--- src/verilog/capture_pkg.sv ---
/*
 * shared constants for the video capture mode control block:
 * shutter lengths, mode table fields, reset values and rate codes.
 * assumes a single 40 MHz clock domain and jumper selects on pins.
 */
package capture_pkg;
    // shutter pulse lengths in lines, indexed by 3-bit select
    localparam logic [7:0] SHUT_LEN_7 = 8'h00_F5; // 245 lines
    localparam logic [7:0] SHUT_LEN_6 = 8'h00_80; // 128 lines
    localparam logic [7:0] SHUT_LEN_5 = 8'h00_40; // 64 lines
    localparam logic [7:0] SHUT_LEN_4 = 8'h00_20; // 32 lines
    localparam logic [7:0] SHUT_LEN_3 = 8'h00_10; // 16 lines
    localparam logic [7:0] SHUT_LEN_2 = 8'h00_08; // 8 lines
    localparam logic [7:0] SHUT_LEN_1 = 8'h00_04; // 4 lines
    localparam logic [7:0] SHUT_LEN_0 = 8'h00_02; // 2 lines
    // clock rate and sample rates in kilohertz
    localparam int CLK_KHZ       = 40000;  // MCLK rate
    localparam int FULL_RATE_KHZ = 7160;   // full horizontal sampling
    localparam int HALF_RATE_KHZ = 3580;   // half horizontal sampling
    // sample tick period in clock cycles (both periods round down)
    localparam int FULL_DIV = CLK_KHZ / FULL_RATE_KHZ; // 5 cycles
    localparam int HALF_DIV = CLK_KHZ / HALF_RATE_KHZ; // 11 cycles
    // dropped low bits in bypass reduction
    localparam int BYPASS_DROP = 5;
    // reset value of the latched mode word
    localparam logic [4:0] MODE_RST = 5'h00_00;
    // serial bit rate codes
    typedef enum logic [1:0] {
        BR_7M16 = 2'h0, BR_3M58 = 2'h1, BR_1M79 = 2'h2, BR_0M895 = 2'h3
    } bit_rate_t;
    // frame rate codes
    typedef enum logic [1:0] {
        FR_30 = 2'h0, FR_15 = 2'h1, FR_7P5 = 2'h2, FR_3P75 = 2'h3
    } frame_rate_t;
endpackage : capture_pkg

--- src/verilog/mode_decode.sv ---
/*
 * combinational decoder of the sixteen legal operating modes.
 * assumes the mode word is already latched and stable.
 */
module mode_decode (
    input  wire logic [4:0] mode,       // {six, br1, br0, fr1, fr0}
    output logic            legal,      // combination is in the table
    output logic            full_horiz, // full horizontal resolution
    output logic            full_vert,  // full vertical resolution
    output logic            part_loss   // mode loses part of picture
);
    import capture_pkg::*;

    // table lookup, bit one = right position
    always_comb begin
        legal      = 1'b1;
        full_horiz = 1'b0;
        full_vert  = 1'b0;
        part_loss  = 1'b0;
        case (mode)
            5'h1F: begin full_horiz = 1'b1; end
            5'h1B: begin full_horiz = 1'b1; full_vert = 1'b1;
                part_loss = 1'b1; end
            5'h1A: begin full_horiz = 1'b1; end
            5'h16: begin full_horiz = 1'b1; full_vert = 1'b1; end
            5'h15: begin full_horiz = 1'b1; end
            5'h11: begin full_horiz = 1'b1; full_vert = 1'b1; end
            5'h10: begin full_horiz = 1'b1; end
            5'h0F: begin end
            5'h0B: begin full_horiz = 1'b1; end
            5'h0A: begin end
            5'h07: begin full_horiz = 1'b1; full_vert = 1'b1;
                part_loss = 1'b1; end
            5'h06: begin full_horiz = 1'b1; end
            5'h05: begin end
            5'h02: begin full_horiz = 1'b1; full_vert = 1'b1; end
            5'h01: begin full_horiz = 1'b1; end
            5'h00: begin end
            default: begin legal = 1'b0; end
        endcase
    end
endmodule : mode_decode

--- src/verilog/capture_ctrl.sv ---
/*
 * video capture mode control: shutter pulse, input select, clamp,
 * overlay tag insertion, mode select latching and pixel reduction.
 * assumes line/field/clamp strobes come from pins (synchronised here)
 * and that jumper selects are static pins sampled after reset.
 */
// How it works
// - shutter length follows 3-bit select table
// - shutter rises line zero, falls at length
// - route exactly one of four inputs
// - clamp switches closed only during clamp pulse
// - sample every 5 or 11 clocks (8 or about 3.64 MSPS) by horizontal resolution
// - first line: tag drives top bits, else released
// - both top bits carry tag value
// - three or six bit pixels, H/V resolution
// - bit rate select sets serial rate
// - frame rate select sets frame rate
// - only sixteen legal modes, two lose picture
// - compression select picks algorithm or bypass
// - bypass keeps top three pixel bits
module capture_ctrl #(
    parameter int LINE_W = 9 // line counter width
) (
    input  wire logic       MCLK,          // 40 MHz clock
    input  wire logic       RESET_N,       // async reset, active low
    input  wire logic       CLK_EN,        // freezes state when low
    input  wire logic [2:0] SHUT_SEL,      // shutter length select
    input  wire logic       FIELD_START,   // field start strobe pin
    input  wire logic       LINE_START,    // line period strobe pin
    input  wire logic       LINE_ACTIVE,   // line active pin
    input  wire logic       CLAMP_PULSE,   // back porch clamp pin
    input  wire logic       FIRST_LINE,    // first line of frame pin
    input  wire logic [1:0] INPUT_SEL,     // video input select
    input  wire logic       PIX_SIX,       // six-bit pixel select
    input  wire logic [1:0] BIT_RATE_SEL,  // bit rate select
    input  wire logic [1:0] FRAME_RATE_SEL,// frame rate select
    input  wire logic       COMP_RIGHT,    // 1 = compress, 0 = bypass
    input  wire logic       OVERLAY_IN,    // overlay generator value
    input  wire logic [7:0] PIXEL_IN,      // converter output pixel
    output logic            SHUTTER,       // shutter pulse
    output logic [3:0]      INPUT_EN,      // one-hot mux enable
    output logic            CLAMP_CLOSE,   // clamp switches closed
    output logic            SAMPLE_TICK,   // converter sample strobe
    output logic            TOP_BITS_OE,   // converter top bits enable
    output logic            OVL_OE,        // overlay drives top bits
    output logic            OVL_OUT,       // overlay drive value
    output logic [7:0]      PIXEL_OUT,     // pixel with tag inserted
    output logic [2:0]      BYPASS_PIX,    // bypass reduced pixel
    output logic            PIX_SIX_OUT,   // six-bit format active
    output logic            COMPRESS_ON,   // compression selected
    output logic [1:0]      BIT_RATE,      // latched bit rate code
    output logic [1:0]      FRAME_RATE,    // latched frame rate code
    output logic            HORIZ_FULL,    // full horizontal res
    output logic            VERT_FULL,     // full vertical res
    output logic            MODE_ILLEGAL,  // illegal mode flag
    output logic            PART_LOSS      // partial picture loss
);
    import capture_pkg::*;

    // refuse a counter too narrow to reach the longest shutter length
    if (LINE_W < 8) begin : g_width_chk
        $error("line counter too narrow");
    end

    typedef enum logic [1:0] {ST_LATCH, ST_RUN} run_t; // mode phase

    // three-stage synchronisers for pin strobes
    logic [4:0] sync1_ff, sync2_ff, sync3_ff; // stages
    logic [4:0] in_pins;                      // raw pins
    assign in_pins = {FIRST_LINE, CLAMP_PULSE, LINE_ACTIVE,
                      LINE_START, FIELD_START};
    logic [4:0] lvl_ff, nxt_lvl;              // debounced levels
    logic [4:0] prev_ff;                      // previous level

    // mode, shutter and counters
    run_t              run_ff, nxt_run;       // mode phase
    logic [4:0]        mode_ff, nxt_mode;     // latched jumpers
    logic [2:0]        shsel_ff, nxt_shsel;   // latched shutter select
    logic              comp_ff, nxt_comp;     // latched compression
    logic [LINE_W-1:0] line_ff, nxt_line;     // line counter
    logic              shut_ff, nxt_shut;     // shutter pulse
    logic [3:0]        div_ff, nxt_div;       // sample divider
    logic [7:0]        shut_len;              // selected length
    logic              legal, fh, fv, pl;     // decoded mode
    logic              field_rise, line_rise; // strobe edges

    mode_decode u_dec (
        .mode       (mode_ff),
        .legal      (legal),
        .full_horiz (fh),
        .full_vert  (fv),
        .part_loss  (pl)
    );

    // shutter length lookup
    always_comb begin
        case (shsel_ff)
            3'h7:    shut_len = SHUT_LEN_7;
            3'h6:    shut_len = SHUT_LEN_6;
            3'h5:    shut_len = SHUT_LEN_5;
            3'h4:    shut_len = SHUT_LEN_4;
            3'h3:    shut_len = SHUT_LEN_3;
            3'h2:    shut_len = SHUT_LEN_2;
            3'h1:    shut_len = SHUT_LEN_1;
            default: shut_len = SHUT_LEN_0;
        endcase
    end

    // level accepted once stages two and three agree
    always_comb begin
        for (int i = 0; i < 5; i++) begin
            nxt_lvl[i] = (sync2_ff[i] == sync3_ff[i]) ? sync3_ff[i]
                                                     : lvl_ff[i];
        end
    end
    assign field_rise = lvl_ff[0] & ~prev_ff[0];
    assign line_rise  = lvl_ff[1] & ~prev_ff[1];

    // next state of mode, counters and shutter
    always_comb begin
        nxt_run   = run_ff;
        nxt_mode  = mode_ff;
        nxt_shsel = shsel_ff;
        nxt_comp  = comp_ff;
        nxt_line  = line_ff;
        nxt_shut  = shut_ff;
        nxt_div   = div_ff;
        case (run_ff)
            ST_LATCH: begin
                nxt_mode  = {PIX_SIX, BIT_RATE_SEL, FRAME_RATE_SEL};
                nxt_shsel = SHUT_SEL;
                nxt_comp  = COMP_RIGHT;
                nxt_run   = ST_RUN;
            end
            ST_RUN: begin
                if (field_rise) begin
                    nxt_line = '0;
                end else if (line_rise) begin
                    nxt_line = line_ff + 1'b1;
                end
                if (line_ff == '0 && lvl_ff[2] && !field_rise) begin
                    nxt_shut = 1'b1;
                end else if (line_ff >= LINE_W'(shut_len)) begin
                    nxt_shut = 1'b0;
                end
                // sample divider by resolution
                if (div_ff == 4'(((HORIZ_FULL ? FULL_DIV
                                   : HALF_DIV) - 1))) begin
                    nxt_div = 4'h0_0;
                end else begin
                    nxt_div = div_ff + 4'h0_1;
                end
            end
            default: nxt_run = ST_LATCH;
        endcase
    end

    // register all state
    always_ff @(posedge MCLK or negedge RESET_N) begin
        if (!RESET_N) begin
            sync1_ff <= '0;
            sync2_ff <= '0;
            sync3_ff <= '0;
            lvl_ff   <= '0;
            prev_ff  <= '0;
            run_ff   <= ST_LATCH;
            mode_ff  <= MODE_RST;
            shsel_ff <= 3'h0_0;
            comp_ff  <= 1'b0;
            line_ff  <= '0;
            shut_ff  <= 1'b0;
            div_ff   <= 4'h0_0;
        end else if (CLK_EN) begin
            sync1_ff <= in_pins;
            sync2_ff <= sync1_ff;
            sync3_ff <= sync2_ff;
            lvl_ff   <= nxt_lvl;
            prev_ff  <= lvl_ff;
            run_ff   <= nxt_run;
            mode_ff  <= nxt_mode;
            shsel_ff <= nxt_shsel;
            comp_ff  <= nxt_comp;
            line_ff  <= nxt_line;
            shut_ff  <= nxt_shut;
            div_ff   <= nxt_div;
        end
    end

    // output next values
    logic [3:0] nxt_inen;  // one-hot input enable
    logic       nxt_ovl;   // tag window
    logic [7:0] nxt_pix;   // tagged pixel
    always_comb begin
        nxt_inen = 4'h0_0;
        nxt_inen[INPUT_SEL] = 1'b1;
        nxt_ovl  = lvl_ff[4];
        nxt_pix  = PIXEL_IN;
        if (nxt_ovl) begin
            nxt_pix[7:6] = {2{OVERLAY_IN}};
        end
    end

    // output registers
    always_ff @(posedge MCLK or negedge RESET_N) begin
        if (!RESET_N) begin
            SHUTTER      <= 1'b0;
            INPUT_EN     <= 4'h0_1;
            CLAMP_CLOSE  <= 1'b0;
            SAMPLE_TICK  <= 1'b0;
            TOP_BITS_OE  <= 1'b1;
            OVL_OE       <= 1'b0;
            OVL_OUT      <= 1'b0;
            PIXEL_OUT    <= 8'h00_00;
            BYPASS_PIX   <= 3'h0_0;
            PIX_SIX_OUT  <= 1'b0;
            COMPRESS_ON  <= 1'b0;
            BIT_RATE     <= 2'h0_0;
            FRAME_RATE   <= 2'h0_0;
            HORIZ_FULL   <= 1'b0;
            VERT_FULL    <= 1'b0;
            MODE_ILLEGAL <= 1'b0;
            PART_LOSS    <= 1'b0;
        end else if (CLK_EN) begin
            SHUTTER      <= shut_ff;
            INPUT_EN     <= nxt_inen;
            CLAMP_CLOSE  <= lvl_ff[3];
            SAMPLE_TICK  <= (run_ff == ST_RUN) && (div_ff == 4'h0_0);
            TOP_BITS_OE  <= ~nxt_ovl;
            OVL_OE       <= nxt_ovl;
            OVL_OUT      <= nxt_ovl & OVERLAY_IN;
            PIXEL_OUT    <= nxt_pix;
            BYPASS_PIX   <= PIXEL_IN[7:BYPASS_DROP];
            PIX_SIX_OUT  <= mode_ff[4];
            COMPRESS_ON  <= comp_ff;
            BIT_RATE     <= mode_ff[3:2];
            FRAME_RATE   <= mode_ff[1:0];
            HORIZ_FULL   <= fh;
            VERT_FULL    <= fv;
            MODE_ILLEGAL <= (run_ff == ST_RUN) & ~legal;
            PART_LOSS    <= pl;
        end
    end

    // assertions
    onehot_in_a: assert property (@(posedge MCLK) disable iff (!RESET_N)
        CLK_EN |=> $onehot(INPUT_EN) && INPUT_EN[$past(INPUT_SEL)])
        else $error("input enable not one-hot of select");
    clamp_close_a: assert property (@(posedge MCLK) disable iff (!RESET_N)
        CLK_EN |=> CLAMP_CLOSE == $past(lvl_ff[3]))
        else $error("clamp not following clamp pulse");
    tag_excl_a: assert property (@(posedge MCLK) disable iff (!RESET_N)
        OVL_OE != TOP_BITS_OE)
        else $error("overlay and converter both drive");
    tag_bits_a: assert property (@(posedge MCLK) disable iff (!RESET_N)
        OVL_OE |-> PIXEL_OUT[7] == PIXEL_OUT[6])
        else $error("top bits differ under tag");
    shut_end_a: assert property (@(posedge MCLK) disable iff (!RESET_N)
        CLK_EN && run_ff == ST_RUN && line_ff != '0
        && line_ff >= LINE_W'(shut_len) |=> !shut_ff)
        else $error("shutter not ended at length");
    line_clr_a: assert property (@(posedge MCLK) disable iff (!RESET_N)
        CLK_EN && run_ff == ST_RUN && field_rise |=> line_ff == '0)
        else $error("line count not cleared");
    bypass_a: assert property (@(posedge MCLK) disable iff (!RESET_N)
        CLK_EN |=> BYPASS_PIX == $past(PIXEL_IN[7:5]))
        else $error("bypass pixel wrong");
    mode_hold_a: assert property (@(posedge MCLK) disable iff (!RESET_N)
        run_ff == ST_RUN && $past(run_ff) == ST_RUN |-> $stable(mode_ff))
        else $error("mode changed while running");
    shut_c: cover property (@(posedge MCLK) disable iff (!RESET_N)
        $rose(SHUTTER));
    tag_c: cover property (@(posedge MCLK) disable iff (!RESET_N)
        $rose(OVL_OE));
    illegal_c: cover property (@(posedge MCLK) disable iff (!RESET_N)
        MODE_ILLEGAL);
endmodule : capture_ctrl

--- config.mk ---
export PLATFORM = sky130hd
export DESIGN_NAME = capture_ctrl
export DESIGN_NICKNAME = d
export VERILOG_FILES = /design/src/verilog/capture_pkg.sv /design/src/verilog/mode_decode.sv /design/src/verilog/capture_ctrl.sv
export SDC_FILE = /design/constraint.sdc
export NUM_CORES = 1
export LEC_CHECK = 0
export ABC_AREA = 1
export BUFFER_PORTS_ARGS = -buffer_cell sky130_fd_sc_hd__buf_2
export CAP_MARGIN = 20
export CORE_UTILIZATION = 28
export DETAILED_ROUTE_END_ITERATION = 8
export PLACE_DENSITY = 0.57
export REMOVE_ABC_BUFFERS = 1
export SYNTH_ARGS = -nofsm -noshare
export SYNTH_HDL_FRONTEND = slang
export SYNTH_SLANG_ARGS = --single-unit
--- constraint.sdc ---
create_clock -name MCLK -period 1.5 [get_ports MCLK]
set_input_delay 0 -clock MCLK [delete_from_list [all_inputs] [get_ports MCLK]]
set_output_delay 0 -clock MCLK [all_outputs]
set_load 0.01 [all_outputs]
* Yosys cells after proc, flatten, opt, wreduce, memory -nomap -nowiden
Index checks and enable logic that the tools add are counted.
** Storage, ports and cells
- Register bits after elaboration :: 78
- Logic and storage cells :: 117
** Cells by class
- Add/sub/neg operators :: 3
- $lt $le $gt $ge :: 3
- Eq/ne operators :: 29
- Multiplexer cells :: 15
- Bitwise gates (word level) :: 9
- Reductions and logical operators :: 25
** Operators by type and width (number)
- 8-bit case mux with 7 select lines :: 1
- 5-bit equality test (second input constant) :: 7
- 9-bit 2-to-1 mux :: 2
- 2-bit AND reduction :: 8
- 16-bit OR reduction :: 1
- 5-bit by 3-bit equality test with 1-bit output (second input constant) :: 3
- 5-bit by 4-bit equality test with 1-bit output (second input constant) :: 3
- 3-bit equality test (second input constant) :: 4
- 12-bit OR reduction :: 1
- 9-bit by 1-bit adder with 9-bit output (second input constant) :: 1
- 9-bit by 8-bit >= comparator with 1-bit output :: 1
- 9-bit zero test :: 1
- 4-bit 2-to-1 mux :: 2
- 1-bit 2-to-1 mux :: 7
- 3-bit by 2-bit equality test with 1-bit output (second input constant) :: 2
- 3-bit AND reduction :: 2
- 1-bit equality test :: 5
- 5-bit by 1-bit equality test with 1-bit output (second input constant) :: 1
- 5-bit by 2-bit equality test with 1-bit output (second input constant) :: 1
- 5-bit zero test :: 1
- 1-bit inverter :: 5
- 5-bit OR reduction :: 1
- 4-bit by 1-bit adder with 4-bit output (second input constant) :: 1
- 1-bit AND :: 4
- other kinds (15) :: 19

* Longest topological paths before layout
- Depth after elaboration :: 6
- Gate-level depth with buffers :: 13

* Hierarchy
A second synthesis with hierarchy kept.
** Second synthesis, totals
- Cell total of the unflattened synthesis :: 425
- Area total of the unflattened synthesis :: 3575.9 um^2
** By module, submodules not included
- capture_ctrl :: times used 1, cells an instance 393, area each 3429.5 um^2, sequential area each 1904.3 um^2
- mode_decode :: times used 1, cells an instance 32, area each 146.4 um^2, sequential area each 0.0 um^2

* Worst setup path after synthesis
Ideal clock, no wire load.
- Path kind :: register to register
- Start :: reg shsel_ff[1]
- End :: reg shut_ff
- Library setup time :: 0.116 ns
- Data arrival time :: 1.396 ns
- Required time :: 1.384 ns
- Setup slack :: -0.013 ns
- Stages on the path, launching flop included :: 14
- Buffers on the path :: 0
- Clock period less this slack :: 1.513 ns
- Cells stage by stage :: dfrtp_1 -> nand2_1 -> nor2_1 -> a21oi_1 -> ha_1 -> nand2_1 -> nor2_1 -> nand2_1 -> nand3_1 -> nand2_1 -> nand2_1 -> nand2_1 -> nand2_1 -> nand2_1
** Between the ends
- Word-level cells in the longest chain between the ends :: 5
- Elaborated cells on any way between the ends :: 11
** RTL lines
- from (decl) :: line capture_ctrl.sv:78 : logic [2:0] shsel_ff, nxt_shsel;
- from (signal assigned) :: line capture_ctrl.sv:181 : shsel_ff <= nxt_shsel;
- 3-bit by 1-bit equality test with 1-bit output, or another cell as far along :: line capture_ctrl.sv:97 : case (shsel_ff)
- 8-bit case mux with 7 select lines * :: line capture_ctrl.sv:97
- 9-bit by 8-bit >= comparator with 1-bit output * :: line capture_ctrl.sv:143 : end else if (line_ff >= LINE_W'(shut_len)) begin
- 2-bit nonzero test (no source line) *
- 3-bit AND reduction (no source line) *
- to (signal assigned) :: line capture_ctrl.sv:184 : shut_ff <= nxt_shut;
- to (decl) :: line capture_ctrl.sv:81 : logic shut_ff, nxt_shut;
Every way passes the cells marked *; elsewhere a longest branch is shown, timed or not.
A chain may end at the register's enable or synchronous reset.

* Worst setup path in the final report
Same ends and word-level chain as after synthesis.

==> summary.md <==
| Metric | Value |
|---|---|
| Outcome | finished with violations |
| Violations in the final reports | setup timing |
| Number of clock sinks | between 70 and 80 |
| Antenna viol nets, final | 0 |
| Initial antenna violation count | 0 |
| Synth unique cells | 28 |
| Total power after layout | 6.05 mW |
| Max cap viols | 0 |
| Crit path buf inv count | 1 |
| Tcrit/Tclk final | 107% |
| Clk Tree Root Cell | clkbuf_16 |
| Total of flip-flops plus latches after synthesis | 76 |
| Post-route DRC | 0 |
| Total of endpoints with negative setup slack in the final report | 1 |
| Power density over the cells | 1290 nW/µm² |
| Die outline area | 13200 µm² |
| Port Buffers | 58 |
| Final Max Slew Viols | 0 |
| Worst hold path class | in -> reg |
| All-layer global routing usage | 13.4% |
| Final routed wirelength across all metal layers | 8.04 mm |
| Worst Path Class, Setup | reg -> reg |
| Area of the multi-input gates | approximately 1500 µm² |
| Number of H-tree levels | 3 |
| Mean area per synthesized cell | roughly 8.4 µm² |
| Initial DRC Count | 167 |
| Critical path cell sequence | nand2_2 -> buf_4 -> ha_1 -> nand2_1 -> nor2_1 -> nand2_1 -> nand3_1 -> nand2_1 -> nand2_1 -> nand2_1 -> nand2_1 -> nand2_1 |
| Slowest cell on the critical path | dfrtp_2 |
| Die extent in x | 115 µm |
| Sequential cell area in the final layout | about 1900 µm² |
| Pin count of the biggest net entering global routing | 38 |
| CTS tree | built |
| Highest fanout seen on the critical path | 5 |
| Setup bufs post-CTS | 0 |
| Cell type group with the largest total delay on the critical path | simple AND/OR/NAND/NOR gates |
| Switching power | 1.97 mW |
| Worst IR Drop VDD | 502 µV |
| Internal power component | 4.08 mW |
| Proportion of synthesized chip area in sequential cells | 53.3% |
| Number of iterations in the first detailed-routing pass | 4 |
| Global-route congestion overflow total | 0 |
| Minimum setup slack in the final design | -0.108 ns |
| Worst skew pair latency | 0.33 ns |
| EDFF count, synth | 0 |
| Worst path required time | 1.72 ns |
| Filler Cell Count | ~1300 |
| Final #Nets | 562 |
| Relative slew slack | 75.0% |
| Placement row count | 40 |
| Net switching share of the total power | 32.5% |
| Setup skew after layout | just under 0.005 ns |
| Most common flop cell mapped by yosys | dfrtp_1 |
| Maximum frequency from static timing analysis | 622 MHz |
| Avg Vias per Cell | between 4 and 5 |
| Wire length of the first global-routing pass | 13.9 mm |
| Register clock-pin slew on the reported worst setup and hold paths | 0.06 ns |
| Number of buffers inserted during clock tree synthesis | 9 |
| Clk network pwr share | between 30% and 40% |
| Share of post-route cells with drive strength above 1 | 21.4% |
| Number of instances in the synthesized netlist | 425 |
| Ports | 59 |
| Placeable core area | 12200 µm² |
| Static leakage | 2.38 nW |
| Final critical delay including setup and external delays | 1.61 ns |
| Setup repair after global routing missed its margin | true |
| Number of buffers on the longest clock path | 2 |
| Vias in the first global route | 3024 |
| Chip Height | 115 µm |
| Share of total power in combinational logic | 22.9% |
| Fraction of registers with async set or reset after synthesis | 100% |
| Hold slack final | 0.0433 ns |
| Total standard cell area after synthesis | ~3600 µm² |
| Total number of yosys warnings | 0 |
| Critical Path AT | 1.83 ns |
| Category of the worst setup path launch point | flop |
| Initial standard-cell utilization of the core | 29.3% |
| Diodes inserted | 0 |
| Pre-CTS setup slack | -0.180 ns |
| Detailed-route wire length per cell | 11.6 µm |
| Via count of the routed design | 3085 |
| Most used cell, CP | nand2_1 |
| Endpoint class of the critical path | flop |
| Final estimated routing congestion in global placement | 0.877 |
| Critical Path Max Stage Delay | between 0.4 and 0.5 ns |
| Final HPWL DP | 5.70 mm |
| Final Hold Fails | 0 |
| Least-Margin Pin Slew | 0.375 ns |
| Sequential cell fraction of total power | a little over two fifths |
| Synthesis-to-layout area growth | 31.7% |
## path summary, 6_finish.rpt
| kind | from | to | slack [ns] | cells after the start |
|---|---|---|---|---|
| max | shsel_ff[1]$_DFFE_PN0P_ | shut_ff$_DFFE_PN0P_ | -0.11 | 12 |
| min | CLK_EN | sync3_ff[1]$_DFFE_PN0P_ | 0.04 | 3 |
| max reg2reg | shsel_ff[1]$_DFFE_PN0P_ | shut_ff$_DFFE_PN0P_ | -0.11 | 12 |
| min reg2reg | sync1_ff[1]$_DFFE_PN0P_ | sync1_ff[1]$_DFFE_PN0P_ | 0.47 | 2 |
| max in group asynchronous | RESET_N | TOP_BITS_OE$_DFFE_PN1P_ | 0.79 | 3 |
| min in group asynchronous | RESET_N | shsel_ff[2]$_DFFE_PN0P_ | 0.14 | 2 |
## cell usage after synthesis, types with 3 or more instances
cell type	count	area share [%]
nand2_1	136	14
dfrtp_1	74	52
inv_1	40	4.2
nor2_1	36	3.8
o21ai_0	33	4.6
nand3_1	23	3.2
a21oi_1	12	1.7
ha_1	12	4.2
buf_2	10	1.4
nand4_1	7	1.2
nor3_1	6	0.84
o211ai_1	5	1.1
inv_2	4	0.42
o21ai_1	4	0.56
nand2_2	3	0.53
xor2_1	3	0.74
## layout by cell type (no fill, tap or decap), types with 2 or more instances in the layout
master         instances
mux2_2                 2
dlygate4sd3_1         28
dfrtp_1               73
nand2_2                4
a21oi_1               11
nor3_1                 5
nor2_4                 3
buf_4                 13
a21oi_2                2
inv_2                  5
nor2_2                 2
inv_1                 39
o21ai_1                4
ha_1                  11
o211ai_1               5
dfstp_2                2
buf_2                 57
o21ai_0               33
nand2_1              135
inv_6                  3
nand2_4                2
nand4_1                7
nor2_1                34
nand3_1               23
xor2_1                 3
clkbuf_16              9
## layout make-up
class                   instances  area share [%]
clock buffers                   9            4.79
clock inverters                 7            1.25
multi-input cells             292            31.0
flip-flops and latches         76            40.5
repair buffers                 99            14.5
inverters                      44            3.51
well taps                     168            4.47
## what timing repair did
action	in CTS	in global routing
hold buffers	28	0
pin swaps	3	3
endpoints found under the hold margin	104	0
resized for setup	4	5
endpoints found under the setup margin	1	2
## worst reg2reg max path: cells and delay by family (launching register included)
family                   cells  cell delay [ns]
adder cells (fa/ha/maj)      1             0.31
buffers and inverters        1             0.14
flip-flops                   1             0.41
AND/OR/NAND/NOR             10             0.66
## stage by stage
stage	instance area [µm²]	utilization, %	TNS (ns)	instances
floorplan	3490	-	-0.0185	412
global placement	4110	33.6	-0.0960	651
detailed placement	4110	33.6	-0.180	651
CTS	4680	38.4	-0.149	695
global route	4710	38.5	-0.290	695
finish	4710	38.5	-0.108	695
## power by group through the flow
stage	clock network [mW]	registers (mW)	logic (mW)
finish	2.05	2.62	1.38
global placement	0	2.64	1.27
CTS	2.12	2.61	1.37
floorplan	0	2.62	0.848
global route	2.21	2.67	1.62
detailed placement	0	2.64	1.31
## cell families (layout without fill, tap and decap cells)
family / after synthesis / after routing / share of synthesized area [%]
AO/OA/AOI/OAI: 58 / 58 / 8.79
XOR/XNOR: 3 / 3 / 0.735
adder cells (fa/ha/maj): 12 / 12 / 4.20
buffers and inverters: 57 / 159 / 6.86
flip-flops: 76 / 76 / 53.3
multiplexers: 2 / 2 / 0.630
AND/OR/NAND/NOR: 217 / 217 / 25.5
## metal layers
metal / track usage (%) / share of wire, % / up-vias
met2: 21.8 / 47 / 77
met1: 17.5 / 47 / 1449
met4: 4.42 / 0.48 / 0
met3: 3.16 / 5.2 / 6
li1: - / - / 1553
met5: 0 / 0 / -
## registers in the layout, indices dropped and copies added, names as in the netlist, 2 cells and up
signal / flops
line_ff: 9
PIXEL_OUT: 8
lvl_ff: 5
mode_ff: 5
sync1_ff: 5
sync2_ff: 5
sync3_ff: 5
INPUT_EN: 4
div_ff: 4
shsel_ff: 3
BIT_RATE: 2
BYPASS_PIX: 2
FRAME_RATE: 2
prev_ff: 2
Note: power is estimated with default switching activity, not from simulation.
